===== config.mk =====
export PLATFORM = sky130hd
export DESIGN_NAME = async_serial_tx_flow_ctrl
export DESIGN_NICKNAME = d
export VERILOG_FILES = /design/src/pkg/serial_tx_pkg.sv /design/src/rtl/item_fifo.sv /design/src/rtl/async_serial_tx_flow_ctrl.sv
export SDC_FILE = /design/constraint.sdc
export NUM_CORES = 1
export LEC_CHECK = 0
export ABC_CLOCK_PERIOD_IN_PS = 47400
export BUFFER_PORTS_ARGS = -buffer_cell sky130_fd_sc_hd__buf_2
export CAP_MARGIN = 20
export CORE_ASPECT_RATIO = 2
export CORE_MARGIN = 3
export CORE_UTILIZATION = 40
export DETAILED_ROUTE_END_ITERATION = 6
export HOLD_SLACK_MARGIN = 0.1
export MAX_ROUTING_LAYER = met4
export SYNTH_ARGS = -nofsm -noshare
export SYNTH_HDL_FRONTEND = slang
export SYNTH_SLANG_ARGS = --single-unit

===== constraint.sdc =====
create_clock -name i_clk -period 47.4 [get_ports i_clk]
set_input_delay 2.37 -clock i_clk [delete_from_list [all_inputs] [get_ports i_clk]]
set_output_delay 2.37 -clock i_clk [all_outputs]
set_load 0.02 [all_outputs]

===== src/pkg/serial_tx_pkg.sv =====
// package of constants and types for the flow-controlled serial transmitter
// Overview of operation
// - byte handshake flow control is allowed only up to 19200 baud
// - handshake go level is 1 when inverted, 0 when noninverted
// - with flow control each byte waits until the handshake pin shows go
// - transmit pin selector 0..16; chosen pin becomes and stays an output
// - selector 16 sends on the dedicated serial output pin
// - config word is 16 bits; low 13 bits plus 20 us give bit period
// - config bit 13: 0 is 8 data no parity, 1 is 7 data even parity
// - config bit 14: 0 noninverted, 1 inverted serial levels
// - config bit 15: 0 drives both levels, 1 drives one level only on pins 0..15; the dedicated output always drives both
// - pacing value inserts that many milliseconds between bytes
// - sends raw or repeated bytes, byte strings, decimal hex binary text
// - handshake selector 0..15; chosen pin becomes and stays an input
// - optional millisecond timeout aborts the wait for go and reports it
// - bit rates up to 50000 bits per second are supported
// - no receive buffer; new items still queue while a transfer runs
// - open drive on pins 0..15: inverted drives only high, noninverted only ground
// - dedicated output is always inverted; polarity still sets handshake
// - even parity makes the count of ones over data and parity even
package serial_tx_pkg;
  // ***************************************************************
  // timing
  // ***************************************************************
  localparam int CLK_PERIOD_NS = 10;
  localparam int US_NS = 1000;
  localparam int MS_US = 1000;
  localparam int US_PER_S = 1000000;
  localparam int CYC_PER_US = US_NS / CLK_PERIOD_NS;
  localparam int CYC_PER_MS = CYC_PER_US * MS_US;
  localparam int PERIOD_OFFSET_US = 20;
  localparam int FLOW_MAX_BAUD = 19200;
  localparam int FLOW_MIN_PERIOD_US = (US_PER_S + FLOW_MAX_BAUD - 1) / FLOW_MAX_BAUD;
  localparam int BIT_CYC_W = 20;
  localparam int MS_CYC_W = 17;
  // ***************************************************************
  // pins and frame
  // ***************************************************************
  localparam int GPIO_PINS = 16;
  localparam int PIN_SEL_W = 5;
  localparam int FLOW_SEL_W = 4;
  localparam logic [PIN_SEL_W-1:0] DEDICATED_SEL = 5'h10;
  localparam int FRAME_BITS = 10;
  localparam logic [3:0] LAST_BIT = 4'h9;
  localparam int FIFO_DEPTH = 16;
  // ***************************************************************
  // configuration word layout, msb first: drive, polarity, format, period
  // ***************************************************************
  localparam int CFG_PERIOD_W = 13;
  typedef struct packed {
    logic open_drive;
    logic inverted;
    logic seven_even;
    logic [CFG_PERIOD_W-1:0] period;
  } serial_cfg_s;
  // ***************************************************************
  // text conversion
  // ***************************************************************
  localparam logic [8:0] DEC_DIGITS = 9'h005;
  localparam logic [8:0] HEX_DIGITS = 9'h004;
  localparam logic [8:0] BIN_DIGITS = 9'h010;
  localparam logic [7:0] ASCII_ZERO = 8'h30;
  localparam logic [7:0] ASCII_HEX_BASE = 8'h37;
  localparam logic [15:0] DEC_POW [0:4] = '{16'h0001, 16'h000A, 16'h0064, 16'h03E8,
                                           16'h2710};
  typedef enum logic [1:0] {KIND_RAW, KIND_DEC, KIND_HEX, KIND_BIN} item_kind_e;
  // one entry of the transmit item list
  typedef struct packed {
    item_kind_e kind;
    logic last;
    logic [7:0] repeats;
    logic [15:0] value;
  } tx_item_s;
  localparam int ITEM_W = $bits(tx_item_s);
endpackage


===== src/rtl/item_fifo.sv =====
// synchronous fifo with valid and ready on both sides
`timescale 1ns/1ps
module item_fifo #(
  parameter int WIDTH = 8,
  parameter int DEPTH = 16
) (
  input wire logic i_clk, // system clock
  input wire logic i_sys_rst, // synchronous reset, active high
  input wire logic i_in_valid, // writer offers data
  input wire logic [WIDTH-1:0] i_in_data, // write data
  output logic o_in_ready, // space available
  output logic o_out_valid, // data available
  output logic [WIDTH-1:0] o_out_data, // head entry
  input wire logic i_out_ready // reader takes head
);
  localparam int AW = $clog2(DEPTH);
  logic [WIDTH-1:0] mem [0:DEPTH-1];
  logic [AW:0] wr_reg;
  logic [AW:0] rd_reg;
  logic push_w;
  logic pop_w;

  // ***************************************************************
  // flags
  // ***************************************************************
  // extra pointer bit tells full from empty without a counter
  assign o_out_valid = wr_reg != rd_reg;
  assign o_in_ready = (wr_reg[AW-1:0] != rd_reg[AW-1:0]) || (wr_reg[AW] == rd_reg[AW]);
  assign push_w = i_in_valid && o_in_ready;
  assign pop_w = o_out_valid && i_out_ready;
  assign o_out_data = mem[rd_reg[AW-1:0]];

  // pointers
  always_ff @(posedge i_clk) begin
    if (i_sys_rst) begin
      wr_reg <= '0;
      rd_reg <= '0;
    end else begin
      if (push_w) wr_reg <= wr_reg + 1'b1;
      if (pop_w) rd_reg <= rd_reg + 1'b1;
    end
  end

  // storage, no reset needed
  always_ff @(posedge i_clk) begin
    if (push_w) mem[wr_reg[AW-1:0]] <= i_in_data;
  end
endmodule


===== src/rtl/async_serial_tx_flow_ctrl.sv =====
// flow-controlled asynchronous serial transmitter with text formatting
`timescale 1ns/1ps
module async_serial_tx_flow_ctrl (
  input wire logic i_clk, // 100 MHz clock
  input wire logic i_sys_rst, // synchronous reset, active high
  input wire logic [15:0] i_cfg, // bit period, format, polarity, drive
  input wire logic [serial_tx_pkg::PIN_SEL_W-1:0] i_tx_pin_sel, // 0..16
  input wire logic i_flow_en, // use the handshake pin
  input wire logic [serial_tx_pkg::FLOW_SEL_W-1:0] i_flow_pin_sel, // 0..15
  input wire logic [15:0] i_pace_ms, // idle ms between bytes
  input wire logic i_timeout_en, // bound the wait for go
  input wire logic [15:0] i_timeout_ms, // wait bound in ms
  input wire logic i_item_valid, // item offered
  input wire serial_tx_pkg::tx_item_s i_item, // transmit item list entry
  output logic o_item_ready, // item queue has room
  input wire logic [15:0] i_gpio_in, // pin levels, asynchronous
  output logic [15:0] o_gpio_out, // pin output levels
  output logic [15:0] o_gpio_oe, // pin drive enables
  output logic o_dedicated_serial_out, // dedicated serial output level
  output logic o_dedicated_serial_oe, // dedicated serial output enable
  output logic o_busy, // transfer in progress or queued
  output logic o_waiting_go, // held off by the handshake pin
  output logic o_timeout, // one-cycle pulse on abort
  output logic o_flow_rate_err // flow asked above its rate limit
);
  import serial_tx_pkg::*;

  typedef enum logic [2:0] {S_IDLE, S_LOAD, S_WAIT_GO, S_SHIFT, S_PACE} tx_state_e;

  tx_state_e state_reg;
  tx_item_s item_reg;
  tx_item_s head_w;
  serial_cfg_s cfg_reg;
  serial_cfg_s cfg_in_w;
  logic head_valid_w;
  logic pop_w;
  logic flush_reg;
  logic [8:0] rem_reg;
  logic [PIN_SEL_W-1:0] tsel_reg;
  logic [PIN_SEL_W-1:0] tsel_w;
  logic [FLOW_SEL_W-1:0] fsel_reg;
  logic [FRAME_BITS-1:0] frame_reg;
  logic [3:0] bit_cnt_reg;
  logic [BIT_CYC_W-1:0] cyc_reg;
  logic [BIT_CYC_W-1:0] bit_cyc_w;
  logic [MS_CYC_W-1:0] ms_cyc_reg;
  logic [15:0] ms_cnt_reg;
  logic [GPIO_PINS:0] dir_reg;
  logic [GPIO_PINS:0] out_reg;
  logic [15:0] meta_reg;
  logic [15:0] sync_reg;
  logic timeout_reg;
  logic rate_err_reg;

  // ***************************************************************
  // item queue
  // ***************************************************************
  // the formatter stalls the queue while a byte is on the wire
  assign pop_w = head_valid_w && (state_reg == S_IDLE);

  item_fifo #(
    .WIDTH(ITEM_W),
    .DEPTH(FIFO_DEPTH)
  ) u_queue (
    .i_clk(i_clk),
    .i_sys_rst(i_sys_rst),
    .i_in_valid(i_item_valid),
    .i_in_data(i_item),
    .o_in_ready(o_item_ready),
    .o_out_valid(head_valid_w),
    .o_out_data(head_w),
    .i_out_ready(pop_w)
  );

  // ***************************************************************
  // byte formatter
  // ***************************************************************
  logic [8:0] idx9_w;
  logic [3:0] idx_w;
  logic [15:0] hex_sh_w;
  logic [3:0] nib_w;
  logic [15:0] dec_q_w;
  logic [3:0] dec_d_w;
  logic [7:0] byte_w;
  logic skip_w;
  logic parity_w;
  logic [FRAME_BITS-1:0] frame_w;
  logic [8:0] digits_w;

  // digits count down from the most significant one
  assign idx9_w = rem_reg - 9'h001;
  assign idx_w = idx9_w[3:0];
  assign hex_sh_w = item_reg.value >> {idx_w[1:0], 2'b00};
  assign nib_w = hex_sh_w[3:0];
  // a zero quotient means a leading zero, which decimal text leaves out
  assign dec_q_w = item_reg.value / DEC_POW[(idx_w > 4'h4) ? 3'h4 : idx_w[2:0]];
  assign dec_d_w = 4'(dec_q_w % 16'h000A);
  assign skip_w = (item_reg.kind == KIND_DEC) && (dec_q_w == 16'h0000)
                  && (idx_w != 4'h0);

  // text and raw byte selection
  always_comb begin
    unique case (item_reg.kind)
      KIND_RAW: byte_w = item_reg.value[7:0];
      KIND_DEC: byte_w = ASCII_ZERO + {4'h0, dec_d_w};
      KIND_HEX: byte_w = (nib_w < 4'hA) ? ASCII_ZERO + {4'h0, nib_w}
                                         : ASCII_HEX_BASE + {4'h0, nib_w};
      KIND_BIN: byte_w = ASCII_ZERO + {7'h00, item_reg.value[idx_w]};
    endcase
  end

  // number of byte slots an item steps through; raw bytes repeat
  always_comb begin
    unique case (head_w.kind)
      KIND_RAW: digits_w = {1'b0, head_w.repeats} + 9'h001;
      KIND_DEC: digits_w = DEC_DIGITS;
      KIND_HEX: digits_w = HEX_DIGITS;
      KIND_BIN: digits_w = BIN_DIGITS;
    endcase
  end

  // frame: start 0, data lsb first, parity in 7E only, stop 1; always ten bits
  assign cfg_in_w = i_cfg;
  assign parity_w = ^byte_w[6:0];
  assign frame_w = cfg_in_w.seven_even ? {1'b1, parity_w, byte_w[6:0], 1'b0}
                                       : {1'b1, byte_w, 1'b0};

  // ***************************************************************
  // timing
  // ***************************************************************
  logic [15:0] period_us_w;
  logic flow_ok_w;
  logic flow_now_w;
  logic bit_end_w;
  logic ms_wrap_w;
  logic timing_w;

  // field plus fixed offset; product fits 20 bits for the widest field
  assign bit_cyc_w = BIT_CYC_W'((32'(cfg_reg.period) + PERIOD_OFFSET_US) * CYC_PER_US);
  assign bit_end_w = cyc_reg == bit_cyc_w - 1'b1;
  assign period_us_w = 16'(32'(cfg_in_w.period) + PERIOD_OFFSET_US);
  assign flow_ok_w = 32'(period_us_w) >= FLOW_MIN_PERIOD_US;
  // handshake honoured only when asked for and the rate allows it
  assign flow_now_w = i_flow_en && flow_ok_w;
  assign ms_wrap_w = ms_cyc_reg == MS_CYC_W'(CYC_PER_MS - 1);
  assign timing_w = (state_reg == S_WAIT_GO) || (state_reg == S_PACE);

  // millisecond timer restarts on every entry to a waiting state
  always_ff @(posedge i_clk) begin
    if (i_sys_rst || !timing_w) begin
      ms_cyc_reg <= '0;
      ms_cnt_reg <= '0;
    end else if (ms_wrap_w) begin
      ms_cyc_reg <= '0;
      ms_cnt_reg <= ms_cnt_reg + 16'h0001;
    end else begin
      ms_cyc_reg <= ms_cyc_reg + 1'b1;
    end
  end

  // ***************************************************************
  // pin input synchroniser
  // ***************************************************************
  always_ff @(posedge i_clk) begin
    if (i_sys_rst) begin
      meta_reg <= '0;
      sync_reg <= '0;
    end else begin
      meta_reg <= i_gpio_in;
      sync_reg <= meta_reg;
    end
  end

  // ***************************************************************
  // control
  // ***************************************************************
  logic go_w;
  logic pace_done_w;
  logic tmo_w;
  logic more_w;

  // go level follows polarity: 1 when inverted, 0 when not
  assign go_w = sync_reg[fsel_reg] == cfg_reg.inverted;
  assign tmo_w = i_timeout_en && (ms_cnt_reg == i_timeout_ms);
  assign pace_done_w = ms_cnt_reg == i_pace_ms;
  assign more_w = rem_reg != 9'h000;
  assign tsel_w = (i_tx_pin_sel > DEDICATED_SEL) ? DEDICATED_SEL : i_tx_pin_sel;

  // one byte at a time; no item is popped from the queue while a byte is sent
  always_ff @(posedge i_clk) begin
    if (i_sys_rst) begin
      state_reg <= S_IDLE;
      item_reg <= '0;
      rem_reg <= '0;
      flush_reg <= 1'b0;
      timeout_reg <= 1'b0;
    end else begin
      timeout_reg <= 1'b0;
      unique case (state_reg)
        S_IDLE: begin
          if (pop_w && flush_reg) begin
            flush_reg <= !head_w.last; // drop the rest of an aborted list
          end else if (pop_w) begin
            item_reg <= head_w;
            rem_reg <= digits_w;
            state_reg <= S_LOAD;
          end
        end
        S_LOAD: begin
          rem_reg <= idx9_w;
          if (!skip_w) state_reg <= flow_now_w ? S_WAIT_GO : S_SHIFT;
        end
        S_WAIT_GO: begin
          if (go_w) begin
            state_reg <= S_SHIFT;
          end else if (tmo_w) begin
            timeout_reg <= 1'b1;
            flush_reg <= !item_reg.last;
            state_reg <= S_IDLE;
          end
        end
        S_SHIFT: begin
          if (bit_end_w && bit_cnt_reg == LAST_BIT) begin
            if (i_pace_ms != 16'h0000) state_reg <= S_PACE;
            else state_reg <= more_w ? S_LOAD : S_IDLE;
          end
        end
        S_PACE: begin
          if (pace_done_w) state_reg <= more_w ? S_LOAD : S_IDLE;
        end
      endcase
    end
  end

  // ***************************************************************
  // frame latch and shifter
  // ***************************************************************
  logic load_w;

  assign load_w = (state_reg == S_LOAD) && !skip_w;

  // settings are taken per byte so a frame never changes mid-flight
  always_ff @(posedge i_clk) begin
    if (i_sys_rst) begin
      cfg_reg <= '0;
      tsel_reg <= '0;
      fsel_reg <= '0;
      rate_err_reg <= 1'b0;
      frame_reg <= '1;
    end else if (load_w) begin
      cfg_reg <= cfg_in_w;
      tsel_reg <= tsel_w;
      fsel_reg <= i_flow_pin_sel;
      rate_err_reg <= i_flow_en && !flow_ok_w;
      frame_reg <= frame_w;
    end else if (state_reg == S_SHIFT && bit_end_w) begin
      frame_reg <= {1'b1, frame_reg[FRAME_BITS-1:1]};
    end
  end

  // bit timer and bit counter run only while a frame is shifted out
  // so every frame starts from a clean count
  always_ff @(posedge i_clk) begin
    if (i_sys_rst || state_reg != S_SHIFT) begin
      cyc_reg <= '0;
      bit_cnt_reg <= '0;
    end else if (bit_end_w) begin
      cyc_reg <= '0;
      bit_cnt_reg <= bit_cnt_reg + 4'h1;
    end else begin
      cyc_reg <= cyc_reg + 1'b1;
    end
  end

  // ***************************************************************
  // pin direction and levels
  // ***************************************************************
  logic line_bit_w;
  logic pin_lvl_w;
  logic mark_lvl_w;

  assign line_bit_w = (state_reg == S_SHIFT) ? frame_reg[0] : 1'b1;
  // dedicated output ignores the polarity bit
  assign pin_lvl_w = (tsel_reg == DEDICATED_SEL) ? !line_bit_w
                     : line_bit_w ^ cfg_reg.inverted;
  assign mark_lvl_w = (tsel_w == DEDICATED_SEL) ? 1'b0 : !cfg_in_w.inverted;

  // chosen pins keep their direction after the transfer
  always_ff @(posedge i_clk) begin
    if (i_sys_rst) begin
      dir_reg <= '0;
      out_reg <= '0;
    end else if (load_w) begin
      if (i_flow_en) dir_reg[i_flow_pin_sel] <= 1'b0;
      dir_reg[tsel_w] <= 1'b1;
      out_reg[tsel_w] <= mark_lvl_w;
    end else if (state_reg != S_IDLE && state_reg != S_LOAD) begin
      out_reg[tsel_reg] <= pin_lvl_w;
    end
  end

  // open drive enables only the active level
  genvar gi;
  generate
    for (gi = 0; gi < GPIO_PINS; gi++) begin : g_pin
      assign o_gpio_oe[gi] = dir_reg[gi]
                             && (!cfg_reg.open_drive || out_reg[gi] == cfg_reg.inverted);
      assign o_gpio_out[gi] = out_reg[gi];
    end
  endgenerate

  // ***************************************************************
  // outputs
  // ***************************************************************
  assign o_dedicated_serial_out = out_reg[GPIO_PINS];
  assign o_dedicated_serial_oe = dir_reg[GPIO_PINS];
  assign o_busy = (state_reg != S_IDLE) || head_valid_w;
  assign o_waiting_go = state_reg == S_WAIT_GO;
  assign o_timeout = timeout_reg;
  assign o_flow_rate_err = rate_err_reg;
endmodule


==> results.py <==
metrics = {
    "global_routing": {
        "antenna_found_initial": 11,
        "grt_pass1_wl_um": 155000,
        "gr-total-overflow": 0,
        "grt_pass1_vias": 26872,
        "grt_max_degree": 78,
        "grt_use_total": 0.219,
    },
    "floorplan": {
        "io_pins": 144,
        "rows": 156,
        "dieArea_um2": 95000,
        "fp.dieH_um": 433,
        "die_w_um": 219,
        "start_util": 0.403,
        "core_um2": 90400,
    },
    "setup_path": {
        "reg2reg_to": "dir_reg[15]",
        "path_class": "reg2reg",
        "critPathLaunch": "rem_reg[0]",
        "crit_end": "dir_reg[15]",
        "cpMostUsedCell": "ha_1",
        "critPathMaxStageDelay_ns": 0.84,
        "critPathCaptureType": "register",
        "required_ns": 47.98,
        "r2r_slack_ns": 7.92,
        "cp_max_fo": 72,
        "slowest_stage": "dfxtp_1",
        "crit_path_start_kind": "register",
        "r2r_start": "rem_reg[0]",
        "arrival_ns": 40.05,
        "r2r_cells": 144,
    },
    "drt": {
        "drcViolationCount": 0,
        "vias": 26322,
        "via_per_inst": 5.73,
        "firstDrtPassIters": 5,
        "drt-initial-drc-count": 1853,
        "antenna_left": 0,
        "wire_per_inst_um": 22.1,
        "drt-total-wl_um": 101000,
    },
    "sta": {
        "slew_violations": 0,
        "setup_violations": 0,
        "worst_pin_slew_ns": 1.08,
        "post-route-period-util": 0.833,
        "rsz0062_at_grt": "false",
        "skew_ns": 0.0318,
        "fmax_mhz": 25.3,
        "slew_headroom": 0.270,
        "tns_ns": 0,
        "hold_violations": 0,
        "period_needed_ns": 39.48,
    },
    "layout": {
        "drive_gt1_frac": 0.154,
        "fillCellCount": 8502,
        "syn_to_final_growth_pct": 10.1,
        "largest_reg_flops": 432,
        "layout_common_cells": "432 x edfxtp_1, 311 x nand2_1, 293 x nor2_1, 200 x dfxtp_1, 193 x ha_1",
        "finalNetCount": 3659,
        "mostFrequentLayoutCell": "edfxtp_1",
    },
    "clock_network": {
        "root_buffer": "clkbuf_16",
        "cts-htree-levels": 2,
        "clock_latency_ns": 0.65,
        "postCtsSetupBuffers": 0,
        "clk_pin_slew_ns": 0.07,
        "cts_resized": 0,
        "cts_hold_buf": 0,
        "cts_tree": "built",
        "clkSinkCount": 636,
        "clock_path_buffers": 3,
        "cts_buffers": 56,
    },
    "logic_synthesis": {
        "synthCells": 3282,
        "synth_edf_count": 432,
        "ys_warn_count": 0,
        "ys_seq_area_frac": 0.468,
        "syn_area_um2": 36400,
        "syn_area_per_cell_um2": 11.1,
        "synth_seq_cells": 636,
        "synth_top_area_share": 0.356,
        "synth_cell_types": 109,
        "synth_top_flop_cell": "edfxtp_1",
        "synth_nets": 3589,
        "synth_area_leader_cell": "edfxtp_1",
        "synthArstFlopShare": 0,
        "synth_area_leaders": "edfxtp_1 36%, dfxtp_1 11%, mux4_2 9.1%",
    },
    "run": {
        "max-cap-violations": 0,
    },
    "place": {
        "io_buffers": 143,
        "dp_hpwl_um": 71700,
        "routabilityCongestion": 0.945,
    },
    "outcome": {
        "status": "complete, no violations",
    },
    "hold_path": {
        "min-delay-start": "meta_reg[4]",
        "hp-class": "reg2reg",
    },
}
==> per-layer routing <==
metal | track usage | vias up | part of all wire
li1 | - | 12437 | -
met1 | 0.216 | 12931 | 0.35
met2 | 0.406 | 660 | 0.55
met3 | 0.0284 | 294 | 0.038
met4 | 0.127 | 0 | 0.068
met5 | - | - | 0
==> stage by stage <==
step                hold WS [ns]  cells  cell area, um2   util  worst slack, ns
global placement           0.419   4477           38300  0.424             8.55
floorplan                  0.414   3282           36400      -            13.81
finish                     0.433   4591           40100  0.444             7.92
global route               0.453   4591           40100  0.444             4.34
detailed placement         0.422   4477           38300  0.424             7.64
CTS                        0.436   4579           40100  0.443             7.52
==> Yosys cell counts (23+ instances only) <==
cell      instances
edfxtp_1        432
nand2_1         311
nor2_1          306
dfxtp_1         204
ha_1            193
a21oi_1         173
mux4_2          148
o21ai_0         140
xnor2_1         138
clkbuf_1        115
xor2_1          100
inv_1            89
nor3_1           79
nand3_1          73
nor2b_1          57
nand4_1          54
o21a_1           44
mux2i_1          34
a21o_1           32
o31ai_1          27
nor4_1           26
nand2b_1         25
or3_1            25
a21boi_0         23
buf_4            23
==> area by class of cell <==
class	count	area, um2	area share
diodes	10	25.0	0.000624
well taps	1185	1480	0.0370
repair buffers	182	1040	0.0259
flip-flops and latches	636	17100	0.425
clock buffers	71	1520	0.0380
inverters	92	364	0.00908
clock inverters	31	246	0.00614
multi-input cells	2384	18400	0.458
==> critical path: cells and delay by family (launching register included) <==
kind                     cells  cell delay, ns
AO/OA/AOI/OAI               80           20.97
adder cells (fa/ha/maj)     16            5.08
buffers and inverters        9            2.90
flip-flops                   1            0.84
multiplexers                 2            0.59
AND/OR/NAND/NOR             37            8.86
==> cells by family (layout without fill, tap and decap cells) <==
group,count (synthesis),after routing,share of synthesized area
muxes,197,197,0.106
AOI/OAI and AO/OA,680,680,0.128
and+or+nand+nor,1066,1066,0.139
other,0,10,0
buffers and inverters,262,376,0.0313
xor gates and xnor gates,238,238,0.0572
DFF,636,636,0.468
adders and majority gates,203,203,0.0715
==> worst min path at each step <==
stage / to / slack [ns] / cells past startpoint
floorplan: sync_reg[0] / 0.41 / 1
global placement: sync_reg[9] / 0.42 / 1
detailed placement: sync_reg[13] / 0.42 / 1
CTS: sync_reg[13] / 0.44 / 1
global route: sync_reg[0] / 0.45 / 1
finish: sync_reg[4] / 0.43 / 1
Power is not shown: default switching activity piles up to over one toggle a cycle in this logic, so the estimate is an artifact.
